[config.mk]
export PLATFORM = sky130hd
export DESIGN_NAME = dtp_timer_pair
export DESIGN_NICKNAME = d
export VERILOG_FILES = /design/src/design/dtp_pkg.sv /design/src/design/dtp_timer_pair.sv /design/src/design/dtp_pin_sampler.sv
export SDC_FILE = /design/constraint.sdc
export NUM_CORES = 1
export LEC_CHECK = 0
export ABC_AREA = 0
export BUFFER_PORTS_ARGS = -buffer_cell sky130_fd_sc_hd__clkbuf_2
export CORE_ASPECT_RATIO = 0.9
export CORE_MARGIN = 4
export CORE_UTILIZATION = 49
export CTS_CLUSTER_SIZE = 40
export DETAILED_ROUTE_END_ITERATION = 8
export GPL_TIMING_DRIVEN = 0
export PLACE_DENSITY = 0.76
export SLEW_MARGIN = 20
export SYNTH_ARGS = -nofsm -noshare
export SYNTH_HDL_FRONTEND = slang
export SYNTH_SLANG_ARGS = --single-unit
[constraint.sdc]
create_clock -name i_clk -period 1.7 [get_ports i_clk]
set_input_delay 0.34 -clock i_clk [delete_from_list [all_inputs] [get_ports i_clk]]
set_output_delay 0.34 -clock i_clk [all_outputs]
set_load 0.005 [all_outputs]
[src/design/dtp_pkg.sv]
// Behaviour
// - width bit 0: two separate 8-bit counters
// - source bit: instruction tick or pin events
// - counter mode advances on pin falling edge
// - pin sampled twice per instruction cycle
// - 8-bit: count to period, then zero
// - counter A wrap latches its request flag
// - enable bit 0 hides counter request
// - request needs peripheral enable, no global disable
// - counter A runs only while run bit set
// - counter and period readable and writable
// - counter B mirrors A with own bits
// - width bit 1: chain into 16 bits
// - 16-bit: count to paired period, then zero
// - 16-bit wrap sets only flag A
// - 16-bit: source A governs, source B ignored
// - pin edge increments within 2 to 3 clocks
package dtp_pkg;

    // ------------------------------------------------------------
    // register indices (byte address is four times the index)
    // ------------------------------------------------------------
    localparam logic [5:0] IDX_COUNT_A = 6'h10;
    localparam logic [5:0] IDX_COUNT_B = 6'h11;
    localparam logic [5:0] IDX_PERIOD_A = 6'h14;
    localparam logic [5:0] IDX_PERIOD_B = 6'h15;
    localparam logic [5:0] IDX_PAIR_CTRL = 6'h16;
    localparam logic [5:0] IDX_RUN_CTRL = 6'h17;
    localparam logic [5:0] IDX_REQUEST = 6'h18;
    localparam logic [5:0] IDX_ENABLE = 6'h19;
    localparam logic [5:0] IDX_INT_STATUS = 6'h1A;
    localparam logic [5:0] IDX_CPU_STATUS = 6'h1B;

    // ------------------------------------------------------------
    // field positions
    // ------------------------------------------------------------
    localparam int unsigned SRC_A_BIT = 0;
    localparam int unsigned SRC_B_BIT = 1;
    localparam int unsigned WIDE_BIT = 3;
    localparam int unsigned RUN_A_BIT = 0;
    localparam int unsigned RUN_B_BIT = 1;
    localparam int unsigned REQ_A_BIT = 4;
    localparam int unsigned REQ_B_BIT = 5;
    localparam int unsigned PERIPH_EN_BIT = 3;
    localparam int unsigned GLOBAL_DIS_BIT = 4;

    // implemented bits; all others read as zero
    localparam logic [7:0] PAIR_CTRL_MASK = 8'h0B;
    localparam logic [7:0] RUN_CTRL_MASK = 8'h03;
    localparam logic [7:0] REQUEST_MASK = 8'h30;
    localparam logic [7:0] INT_STATUS_MASK = 8'h08;
    localparam logic [7:0] CPU_STATUS_MASK = 8'h10;

    // ------------------------------------------------------------
    // reset values
    // ------------------------------------------------------------
    localparam logic [7:0] RST_BYTE = 8'h00;
    localparam logic [31:0] RST_WORD = 32'h0000_0000;
    localparam logic [1:0] RST_PHASE = 2'h0;

    // ------------------------------------------------------------
    // instruction cycle: four clocks, pin sampled on two phases
    // ------------------------------------------------------------
    localparam logic [1:0] SAMPLE_PHASE_0 = 2'h0;
    localparam logic [1:0] SAMPLE_PHASE_1 = 2'h2;
    localparam logic [1:0] TICK_PHASE = 2'h3;

    typedef struct packed {
        logic [7:0] count_a;
        logic [7:0] count_b;
        logic [7:0] period_a;
        logic [7:0] period_b;
        logic [7:0] pair_ctrl;
        logic [7:0] run_ctrl;
        logic [7:0] request;
        logic [7:0] enable;
        logic [7:0] int_status;
        logic [7:0] cpu_status;
        logic [1:0] phase;
        logic pready;
        logic pslverr;
        logic [31:0] prdata;
        logic irq;
    } dtp_state_t;

    typedef struct packed {
        logic sample;
        logic fall;
    } dtp_pin_state_t;

endpackage

[src/design/dtp_timer_pair.sv]
`timescale 1ns/1ps
`default_nettype none
module dtp_timer_pair
    import dtp_pkg::*;
(
    input wire logic i_clk,
    input wire logic i_resetn,
    input wire logic i_psel,
    input wire logic i_penable,
    input wire logic i_pwrite,
    input wire logic [7:0] i_paddr,
    input wire logic [31:0] i_pwdata,
    input wire logic i_shared_count_pin,
    output logic [31:0] o_prdata,
    output logic o_pready,
    output logic o_pslverr,
    output logic o_irq
);

    // ------------------------------------------------------------
    // reset release
    // ------------------------------------------------------------
    // kept outside the state struct: it produces the reset that
    // the struct itself is cleared by
    logic [1:0] rst_sync_r;
    logic rst_n;

    always_ff @(posedge i_clk or negedge i_resetn) begin
        if (!i_resetn) begin
            rst_sync_r <= 2'b00;
        end else begin
            rst_sync_r <= {rst_sync_r[0], 1'b1};
        end
    end

    assign rst_n = rst_sync_r[1];

    // ------------------------------------------------------------
    // helpers
    // ------------------------------------------------------------
    function automatic logic is_mapped(input logic [5:0] idx);
        logic hit;
        hit = 1'b0;
        unique case (idx)
            IDX_COUNT_A, IDX_COUNT_B, IDX_PERIOD_A, IDX_PERIOD_B,
            IDX_PAIR_CTRL, IDX_RUN_CTRL, IDX_REQUEST, IDX_ENABLE,
            IDX_INT_STATUS, IDX_CPU_STATUS: begin
                hit = 1'b1;
            end
            default: begin
                hit = 1'b0;
            end
        endcase
        return hit;
    endfunction

    function automatic logic [7:0] read_value(
        input dtp_state_t s,
        input logic [5:0] idx
    );
        logic [7:0] v;
        v = RST_BYTE;
        unique case (idx)
            IDX_COUNT_A: begin
                v = s.count_a;
            end
            IDX_COUNT_B: begin
                v = s.count_b;
            end
            IDX_PERIOD_A: begin
                v = s.period_a;
            end
            IDX_PERIOD_B: begin
                v = s.period_b;
            end
            IDX_PAIR_CTRL: begin
                v = s.pair_ctrl;
            end
            IDX_RUN_CTRL: begin
                v = s.run_ctrl;
            end
            IDX_REQUEST: begin
                v = s.request;
            end
            IDX_ENABLE: begin
                v = s.enable;
            end
            IDX_INT_STATUS: begin
                v = s.int_status;
            end
            IDX_CPU_STATUS: begin
                v = s.cpu_status;
            end
            default: begin
                v = RST_BYTE;
            end
        endcase
        return v;
    endfunction

    // match that ends an 8-bit period
    function automatic logic at_period8(
        input logic [7:0] count,
        input logic [7:0] period
    );
        logic v;
        v = (count == period);
        return v;
    endfunction

    // step an 8-bit counter: zero after a period match
    function automatic logic [7:0] step8(
        input logic [7:0] count,
        input logic [7:0] period
    );
        logic [7:0] v;
        v = at_period8(count, period) ? RST_BYTE : 8'(count + 8'h01);
        return v;
    endfunction

    // step the chained pair: zero after a full 16-bit match
    function automatic logic [15:0] step16(
        input logic [15:0] count,
        input logic [15:0] period
    );
        logic [15:0] v;
        v = (count == period) ? 16'h0000 : 16'(count + 16'h0001);
        return v;
    endfunction

    // count source: pin falls in counter mode, else the tick
    function automatic logic count_event(
        input logic use_pin,
        input logic fall,
        input logic tick
    );
        logic v;
        v = use_pin ? fall : tick;
        return v;
    endfunction

    // interrupt line: an enabled flag, then the two gates
    function automatic logic irq_level(input dtp_state_t s);
        logic [7:0] pending;
        logic v;
        pending = s.request & s.enable & REQUEST_MASK;
        v = (|pending) & s.int_status[PERIPH_EN_BIT] &
            ~s.cpu_status[GLOBAL_DIS_BIT];
        return v;
    endfunction

    // ------------------------------------------------------------
    // state
    // ------------------------------------------------------------
    dtp_state_t st_r;
    dtp_state_t st_nxt;

    logic pin_fall;
    logic sample_en;

    assign sample_en = (st_r.phase == SAMPLE_PHASE_0) |
                       (st_r.phase == SAMPLE_PHASE_1);

    // a pin fall reaches the counter two to three clocks later
    dtp_pin_sampler u_pin_sampler (
        .i_clk(i_clk),
        .i_rst_n(rst_n),
        .i_sample_en(sample_en),
        .i_pin(i_shared_count_pin),
        .o_fall(pin_fall)
    );

    // ------------------------------------------------------------
    // next state
    // ------------------------------------------------------------
    logic [5:0] idx;
    logic acc_first;
    logic acc_done;
    logic wr;
    logic instr_tick;
    logic wide;
    logic ev_a;
    logic ev_b;
    logic inc_a;
    logic inc_b;
    logic set_a;
    logic set_b;
    logic [15:0] count16;
    logic [15:0] period16;
    logic [15:0] next16;
    logic [7:0] wdat;

    always_comb begin
        st_nxt = st_r;
        idx = i_paddr[7:2];
        wdat = i_pwdata[7:0];

        // --------------------------------------------------------
        // bus answer: one wait state, then a registered reply
        // --------------------------------------------------------
        acc_first = i_psel & i_penable & ~st_r.pready;
        acc_done = i_psel & i_penable & st_r.pready;
        wr = acc_done & i_pwrite & is_mapped(idx);
        st_nxt.pready = acc_first;
        st_nxt.pslverr = acc_first & ~is_mapped(idx);
        st_nxt.prdata = RST_WORD;
        if (acc_first & ~i_pwrite) begin
            st_nxt.prdata = {24'h00_0000, read_value(st_r, idx)};
        end

        // --------------------------------------------------------
        // instruction phase counter
        // --------------------------------------------------------
        st_nxt.phase = 2'(st_r.phase + 2'h1);
        instr_tick = (st_r.phase == TICK_PHASE);

        // --------------------------------------------------------
        // count sources
        // --------------------------------------------------------
        wide = st_r.pair_ctrl[WIDE_BIT];
        ev_a = count_event(st_r.pair_ctrl[SRC_A_BIT], pin_fall,
                           instr_tick);
        ev_b = count_event(st_r.pair_ctrl[SRC_B_BIT], pin_fall,
                           instr_tick);
        // run B is assumed held high in wide mode and is not looked at
        inc_a = st_r.run_ctrl[RUN_A_BIT] & ev_a;
        inc_b = wide ? inc_a : (st_r.run_ctrl[RUN_B_BIT] & ev_b);

        // --------------------------------------------------------
        // counter steps
        // --------------------------------------------------------
        count16 = {st_r.count_b, st_r.count_a};
        period16 = {st_r.period_b, st_r.period_a};
        next16 = step16(count16, period16);
        set_a = 1'b0;
        set_b = 1'b0;

        if (wide) begin
            if (inc_a) begin
                st_nxt.count_a = next16[7:0];
                st_nxt.count_b = next16[15:8];
                set_a = (count16 == period16);
            end
        end else begin
            if (inc_a) begin
                st_nxt.count_a = step8(st_r.count_a, st_r.period_a);
                set_a = at_period8(st_r.count_a, st_r.period_a);
            end
            if (inc_b) begin
                st_nxt.count_b = step8(st_r.count_b, st_r.period_b);
                set_b = at_period8(st_r.count_b, st_r.period_b);
            end
        end

        // --------------------------------------------------------
        // software writes; a counter write replaces this cycle's step
        // --------------------------------------------------------
        // writing one half of the chained pair leaves the other half
        // stepping: stop the pair before reloading it
        if (wr) begin
            unique case (idx)
                IDX_COUNT_A: begin
                    st_nxt.count_a = wdat;
                end
                IDX_COUNT_B: begin
                    st_nxt.count_b = wdat;
                end
                IDX_PERIOD_A: begin
                    st_nxt.period_a = wdat;
                end
                IDX_PERIOD_B: begin
                    st_nxt.period_b = wdat;
                end
                IDX_PAIR_CTRL: begin
                    st_nxt.pair_ctrl = wdat & PAIR_CTRL_MASK;
                end
                IDX_RUN_CTRL: begin
                    st_nxt.run_ctrl = wdat & RUN_CTRL_MASK;
                end
                IDX_REQUEST: begin
                    st_nxt.request = wdat & REQUEST_MASK;
                end
                IDX_ENABLE: begin
                    st_nxt.enable = wdat & REQUEST_MASK;
                end
                IDX_INT_STATUS: begin
                    st_nxt.int_status = wdat & INT_STATUS_MASK;
                end
                IDX_CPU_STATUS: begin
                    st_nxt.cpu_status = wdat & CPU_STATUS_MASK;
                end
                default: begin
                end
            endcase
        end

        // a wrap in the same cycle as a clearing write still sets
        if (set_a) begin
            st_nxt.request[REQ_A_BIT] = 1'b1;
        end
        if (set_b) begin
            st_nxt.request[REQ_B_BIT] = 1'b1;
        end

        st_nxt.irq = irq_level(st_r);
    end

    // ------------------------------------------------------------
    // registers
    // ------------------------------------------------------------
    always_ff @(posedge i_clk or negedge rst_n) begin
        if (!rst_n) begin
            st_r.count_a <= RST_BYTE;
            st_r.count_b <= RST_BYTE;
            st_r.period_a <= RST_BYTE;
            st_r.period_b <= RST_BYTE;
            st_r.pair_ctrl <= RST_BYTE;
            st_r.run_ctrl <= RST_BYTE;
            st_r.request <= RST_BYTE;
            st_r.enable <= RST_BYTE;
            st_r.int_status <= RST_BYTE;
            st_r.cpu_status <= RST_BYTE;
            st_r.phase <= RST_PHASE;
            st_r.pready <= 1'b0;
            st_r.pslverr <= 1'b0;
            st_r.prdata <= RST_WORD;
            st_r.irq <= 1'b0;
        end else begin
            st_r <= st_nxt;
        end
    end

    // ------------------------------------------------------------
    // outputs
    // ------------------------------------------------------------
    assign o_prdata = st_r.prdata;
    assign o_pready = st_r.pready;
    assign o_pslverr = st_r.pslverr;
    assign o_irq = st_r.irq;

endmodule
`default_nettype wire

[src/design/dtp_pin_sampler.sv]
`timescale 1ns/1ps
`default_nettype none
module dtp_pin_sampler
    import dtp_pkg::*;
(
    input wire logic i_clk,
    input wire logic i_rst_n,
    input wire logic i_sample_en,
    input wire logic i_pin,
    output logic o_fall
);

    dtp_pin_state_t st_r;
    dtp_pin_state_t st_nxt;

    // ------------------------------------------------------------
    // sampling and falling edge detection
    // ------------------------------------------------------------
    // the pin is only looked at on the sampling phases, so a pulse
    // shorter than half an instruction cycle may be missed
    always_comb begin
        st_nxt = st_r;
        st_nxt.fall = 1'b0;
        if (i_sample_en) begin
            st_nxt.sample = i_pin;
            st_nxt.fall = st_r.sample & ~i_pin;
        end
    end

    always_ff @(posedge i_clk or negedge i_rst_n) begin
        if (!i_rst_n) begin
            st_r <= '0;
        end else begin
            st_r <= st_nxt;
        end
    end

    assign o_fall = st_r.fall;

endmodule
`default_nettype wire

After elaboration in Yosys (flattened, before gate mapping) --
Memory sizes are Yosys's and may differ from the RTL's. Cells that the tools add are included.
Operators by class: add/subtract/negate cells 4, equality and inequality tests 15, muxes and demuxes 33, bitwise operators 19, reduce and logical (&&, ||, !) cells 15
Operator list (number):
- 2-to-1 mux 80 bit | 1
- one-hot mux 8 bit (10 select lines) | 1
- 2-to-1 mux 8 bit | 9
- equality test 6 x 5 -> 1 bit (second input constant) | 10
- 2-to-1 mux 16 bit | 3
- AND reduction 2 bit | 9
- adder 16 x 1 -> 16 bit (second input constant) | 1
- adder 8 x 1 -> 8 bit (second input constant) | 2
- equality test 16 bit | 1
- equality test 8 bit | 2
- 2-to-1 mux 1 bit | 13
- bitwise AND 1 bit | 12
- 2-to-1 mux 6 bit | 2
- 2-to-1 mux 4 bit | 2
- nonzero test 2 bit | 4
- bitwise AND 6 bit | 1
- 2-to-1 mux 5 bit | 1
- inverter 1 bit | 5
- equality test 2 bit (second input constant) | 2
- adder 2 x 1 -> 2 bit (second input constant) | 1
- logical NOT 2 bit | 1
- 2-to-1 mux 2 bit | 1
- OR reduction 2 bit | 1
- bitwise OR 1 bit | 1
Storage, ports and cells: register bits after elaboration 60, bits in read-only memories 64, input port bits 46, output and inout bits 35, logic and storage cells 107, memories kept 2
Memories:
- (no name shown) | depth 32, width 1, read ports 1, clocked after Yosys merged registers in 0, wr ports 0, line dtp_timer_pair.sv:44 | unique case (idx)
- (no name shown) | depth 32, width 1, read ports 1, clocked after Yosys merged registers in 0, wr ports 0, line dtp_timer_pair.sv:44

Depth between registers and ports, before layout --
depth in word-level cells 9, depth in mapped cells 9, depth with buffers taken out 7

By module --
A second synthesis with hierarchy kept.
Second synthesis, totals: cell total of the unflattened synthesis 380, area total of the unflattened synthesis 3731.1 um^2
By module, submodules not included:
- dtp_timer_pair | times used 1, cells each 376, area an instance 3656.0 um^2, seq. area each 1451.4 um^2
- dtp_pin_sampler | times used 1, cells each 4, area an instance 75.1 um^2, seq. area each 50.0 um^2

Worst setup path before layout --
OpenSTA, ideal clock, no wires.
path type input -> register, start point input i_paddr[5], end point register st_r, in the netlist count16[1], library setup time 124 ps, arrival 1781 ps, required time 1576 ps, setup slack -205 ps, stages 9, path buffers 3, cells stage by stage buf_2 or3b_1 and3_4 and4_4 buf_6 and2_1 buf_6 a221oi_2 nor2_1
RTL lines:
- start, declared | line dtp_timer_pair.sv:11 | input wire logic [7:0] i_paddr,
- end signal, assigned | line dtp_timer_pair.sv:329 | st_r <= st_nxt;
- end, declared | line dtp_timer_pair.sv:155 | dtp_state_t st_r;

==> flow_summary.json <==
{
  "ys_async_sr_fraction": 1.000,
  "power.sequential.fraction": 0.504,
  "synth_sequential_area_ratio": 0.4127,
  "global_route_wire_length_before_repair_mm": 14.88,
  "hold_path_class": "input port to register",
  "power.total_mw": 3.015,
  "synth_top_flop_cell": "dfrtp_1",
  "synth_seq_cells": 60,
  "regToRegEndpoint": "count16[13]",
  "synth_largest_area_cell": "dfrtp_1",
  "maximum_number_of_pins_on_one_net_before_global_route_repair": 59,
  "cts_tree": "done",
  "path_clk_slew_ns": 0.06,
  "synthesis.area_per_instance_um2": 9.887,
  "maxSlewHeadroom": 0.5018,
  "max-cap-violations": 0,
  "p_leak_nw": 2.229,
  "worst-setup-path-type": "register to register",
  "core_region_area_um2": 7148,
  "drt-pass1-iter-count": 4,
  "critPathMaxFanout": 7,
  "switching_share": 0.2581,
  "report.final.slew_viol_count": 0,
  "timing.final.crit_share": 1.107,
  "run_status": "finished, violations left",
  "power_per_cell_area_nw_per_um2": 643.6,
  "finalSetupViolCount": 15,
  "synth_top_family_by_area": "simple AND/OR/NAND/NOR gates",
  "drt_iter0_drc": 228,
  "combinationalPowerShare": 0.119,
  "syn-cell-area_um2": 3638,
  "crit_path_cell_trace": "xor2_2 > nor4_2 > nand3_1 > buf_6 > o21ai_4 > o22a_1 > a21oi_2",
  "drtAntennaViolNets": 0,
  "clock_tree.htree_level_count": 3,
  "total_clock_sinks": 60,
  "synth_simple_gate_area_share": 0.1702,
  "detailroute.via_count": 2927,
  "clock_skew_ns": 0.005644,
  "clock-root-buffer": "clkbuf_8",
  "hold_start": "i_shared_count_pin",
  "min_to": "u_pin_sampler.o_fall",
  "netlist_top_cells_area": "dfrtp_1, mux2_2, xor2_1, buf_4, nand2_1",
  "startpoint_type": "register",
  "grt_overflow_total": 0,
  "hold_crit_depth": 2,
  "length_in_cells_of_the_worst_reg_to_reg_path": 7,
  "violations": "setup timing",
  "die_y_um": 89.75,
  "dieArea_um2": 8870,
  "crit_path_end_kind": "register",
  "place_congestion": 0.8942,
  "max_freq_mhz": 531.5,
  "crit_path_top_delay_cell": "dfrtp_1",
  "synth_warnings": 0,
  "synth_area_in_compound_gates": 0.1083,
  "pwr-share-clk": 0.376,
  "avgRoutedWirePerCell_um": 16.68,
  "adder_cell_share_of_the_synthesized_area": 0.01719,
  "num_antenna_cells": 0,
  "place.detailed.hpwl_mm": 6.235,
  "route.final.wire_length_mm": 9.174,
  "internal-power_mw": 2.237,
  "io_buffer_count": 27,
  "timing.rr.start": "period16[6]",
  "timing.final.hold_violations": 0,
  "rsz0062_at_grt": "yes",
  "final_layout_size_suffix_gt1_frac": 0.4158,
  "num_rows": 29,
  "synthCells": 368,
  "synth.area.mux_share": 0.1049,
  "max_stage_delay_ns": 0.42,
  "synth.top_cell.area_share": 0.4127,
  "cts_inserted_buffers": 9,
  "clk_path_buf_depth": 2,
  "post_drt_via_cell_ratio": 5.322,
  "cp_data_required_time_ns": 1.94,
  "final_nets": 504,
  "clkLatencyLatePin_ns": 0.35,
  "finalWorstSetupSlack_ns": -0.1815,
  "number_of_global_route_vias_before_repair": 2917,
  "route.detailed.drc": 0,
  "synth.lib_cells_used.distinct": 48,
  "worstMarginPinSlew_ns": 0.7473,
  "chip_width_um": 98.83,
  "grt_use_total": 0.2132,
  "timing.critical_path.arrival_ns": 2.12,
  "max-vdd-ir-drop_v": 0.0004720,
  "design.portCount": 81,
  "finalCoreUtilization": 0.6553,
  "yosys.area_share.xor_xnor": 0.08425,
  "synth_edf_count": 0,
  "total_switching_power_mw": 0.7782,
  "area_delta_synth_final_pct": 28.75,
  "finalWorstPathRequiredPeriod_ns": 1.881,
  "r2r_setup_slack_ns": -0.18,
  "yosysMostFrequentCell": "dfrtp_1",
  "floorplan.initialDensity": 0.5090,
  "antenna_found_initial": 0,
  "synthTopCellsByCount": "dfrtp_1, nand2_1, buf_4"
}
## power by group through the flow
| stage | combinational, mW | sequential [mW] | clock, mW |
|---|---|---|---|
| 2_1_floorplan | 0.228 | 1.52 | 0 |
| 3_3_place_gp | 0.293 | 1.54 | 0 |
| 3_5_place_dp | 0.303 | 1.54 | 0 |
| 4_1_cts | 0.332 | 1.52 | 1.16 |
| 5_1_grt | 0.392 | 1.53 | 1.23 |
| 6_report | 0.360 | 1.52 | 1.13 |
## worst max-delay path, delay by kind of cell, from the launching register on
family,cells,cell delay [ns]
simple gates,2,0.49
flops,1,0.42
buf+inv,1,0.17
xor+xnor,1,0.20
compound gates,3,0.50
## state kept, by name, indices dropped and copies added (netlist names)
| name | flops |
|---|---|
| count16 | 16 |
| period16 | 16 |
| st_r | 13 |
| o_prdata | 8 |
| rst_sync_r | 2 |
| o_irq | 1 |
| o_pready | 1 |
| o_pslverr | 1 |
| u_pin_sampler.o_fall | 1 |
| u_pin_sampler.st_r | 1 |
## layout by cell type, fill, tap and decap left out, types with 6 or more instances in the layout
cell type,Yosys,layout
dfrtp_2,0,9
nor2_1,21,21
a21oi_1,16,13
nand3_1,6,6
mux2_2,25,23
clkbuf_8,0,12
nand4_1,7,7
o22a_1,7,7
conb_1,2,25
dfrtp_1,60,50
o21ai_1,2,6
nand2_1,41,38
mux2i_1,10,7
clkbuf_2,1,30
inv_1,8,8
xor2_1,31,28
buf_6,3,7
buf_4,33,58
## final cells by class
type | count | area (um^2)
buffer | 43 | 341.6
clock buffer | 13 | 158.9
clock inverter | 2 | 10.01
fill | 580 | 2464
inverter | 8 | 30.03
multi-input combinational | 274 | 2125
sequential | 60 | 1516
tap | 93 | 116.4
timing repair buffer | 57 | 386.6
## stage by stage
step           worst slack [ns]  setup TNS, ns  instance area [um^2]  instances  hold slack [ns]
6_report                -0.1815         -2.019                  4684        550           0.1662
5_1_grt                 -0.3265         -3.859                  4684        550           0.1566
4_1_cts                 -0.1411         -1.799                  4536        542           0.1531
3_5_place_dp            -0.4696         -18.07                  4043        511           0.1299
3_3_place_gp            -0.4714         -17.00                  4040        511           0.1259
2_1_floorplan           -0.1618         -3.174                  3789        391          0.04441
## per-layer routing
layer	GRT usage	wire length, um
met5	0	0
met4	0.07509	170
met3	0.05882	637
met2	0.3389	4434
met1	0.2786	3932
## cell families after synthesis
logic type | Yosys count
simple gates | 117
mux | 35
compound gates | 57
buf+inv | 57
fa+ha+maj | 5
xor+xnor | 35
flops | 60
other cells | 2
## what timing repair did
action,4_1_cts,5_1_grt
endpoints found under the hold margin,2,0
buffers inserted,21,9
resized for setup,36,18
endpoints found under the setup margin,34,35
pin swaps,20,13
hold buffers,1,0
## how the worst max path moves through the flow
stage / startpoint / to
after global placement: count16[1] / count16[10]
after detailed placement: count16[0] / count16[10]
final: period16[6] / count16[13]
after global routing: period16[6] / count16[13]
after CTS: count16[13] / count16[13]
after floorplan: i_paddr[5] / count16[1]
Power figures use the tool's default switching activity.
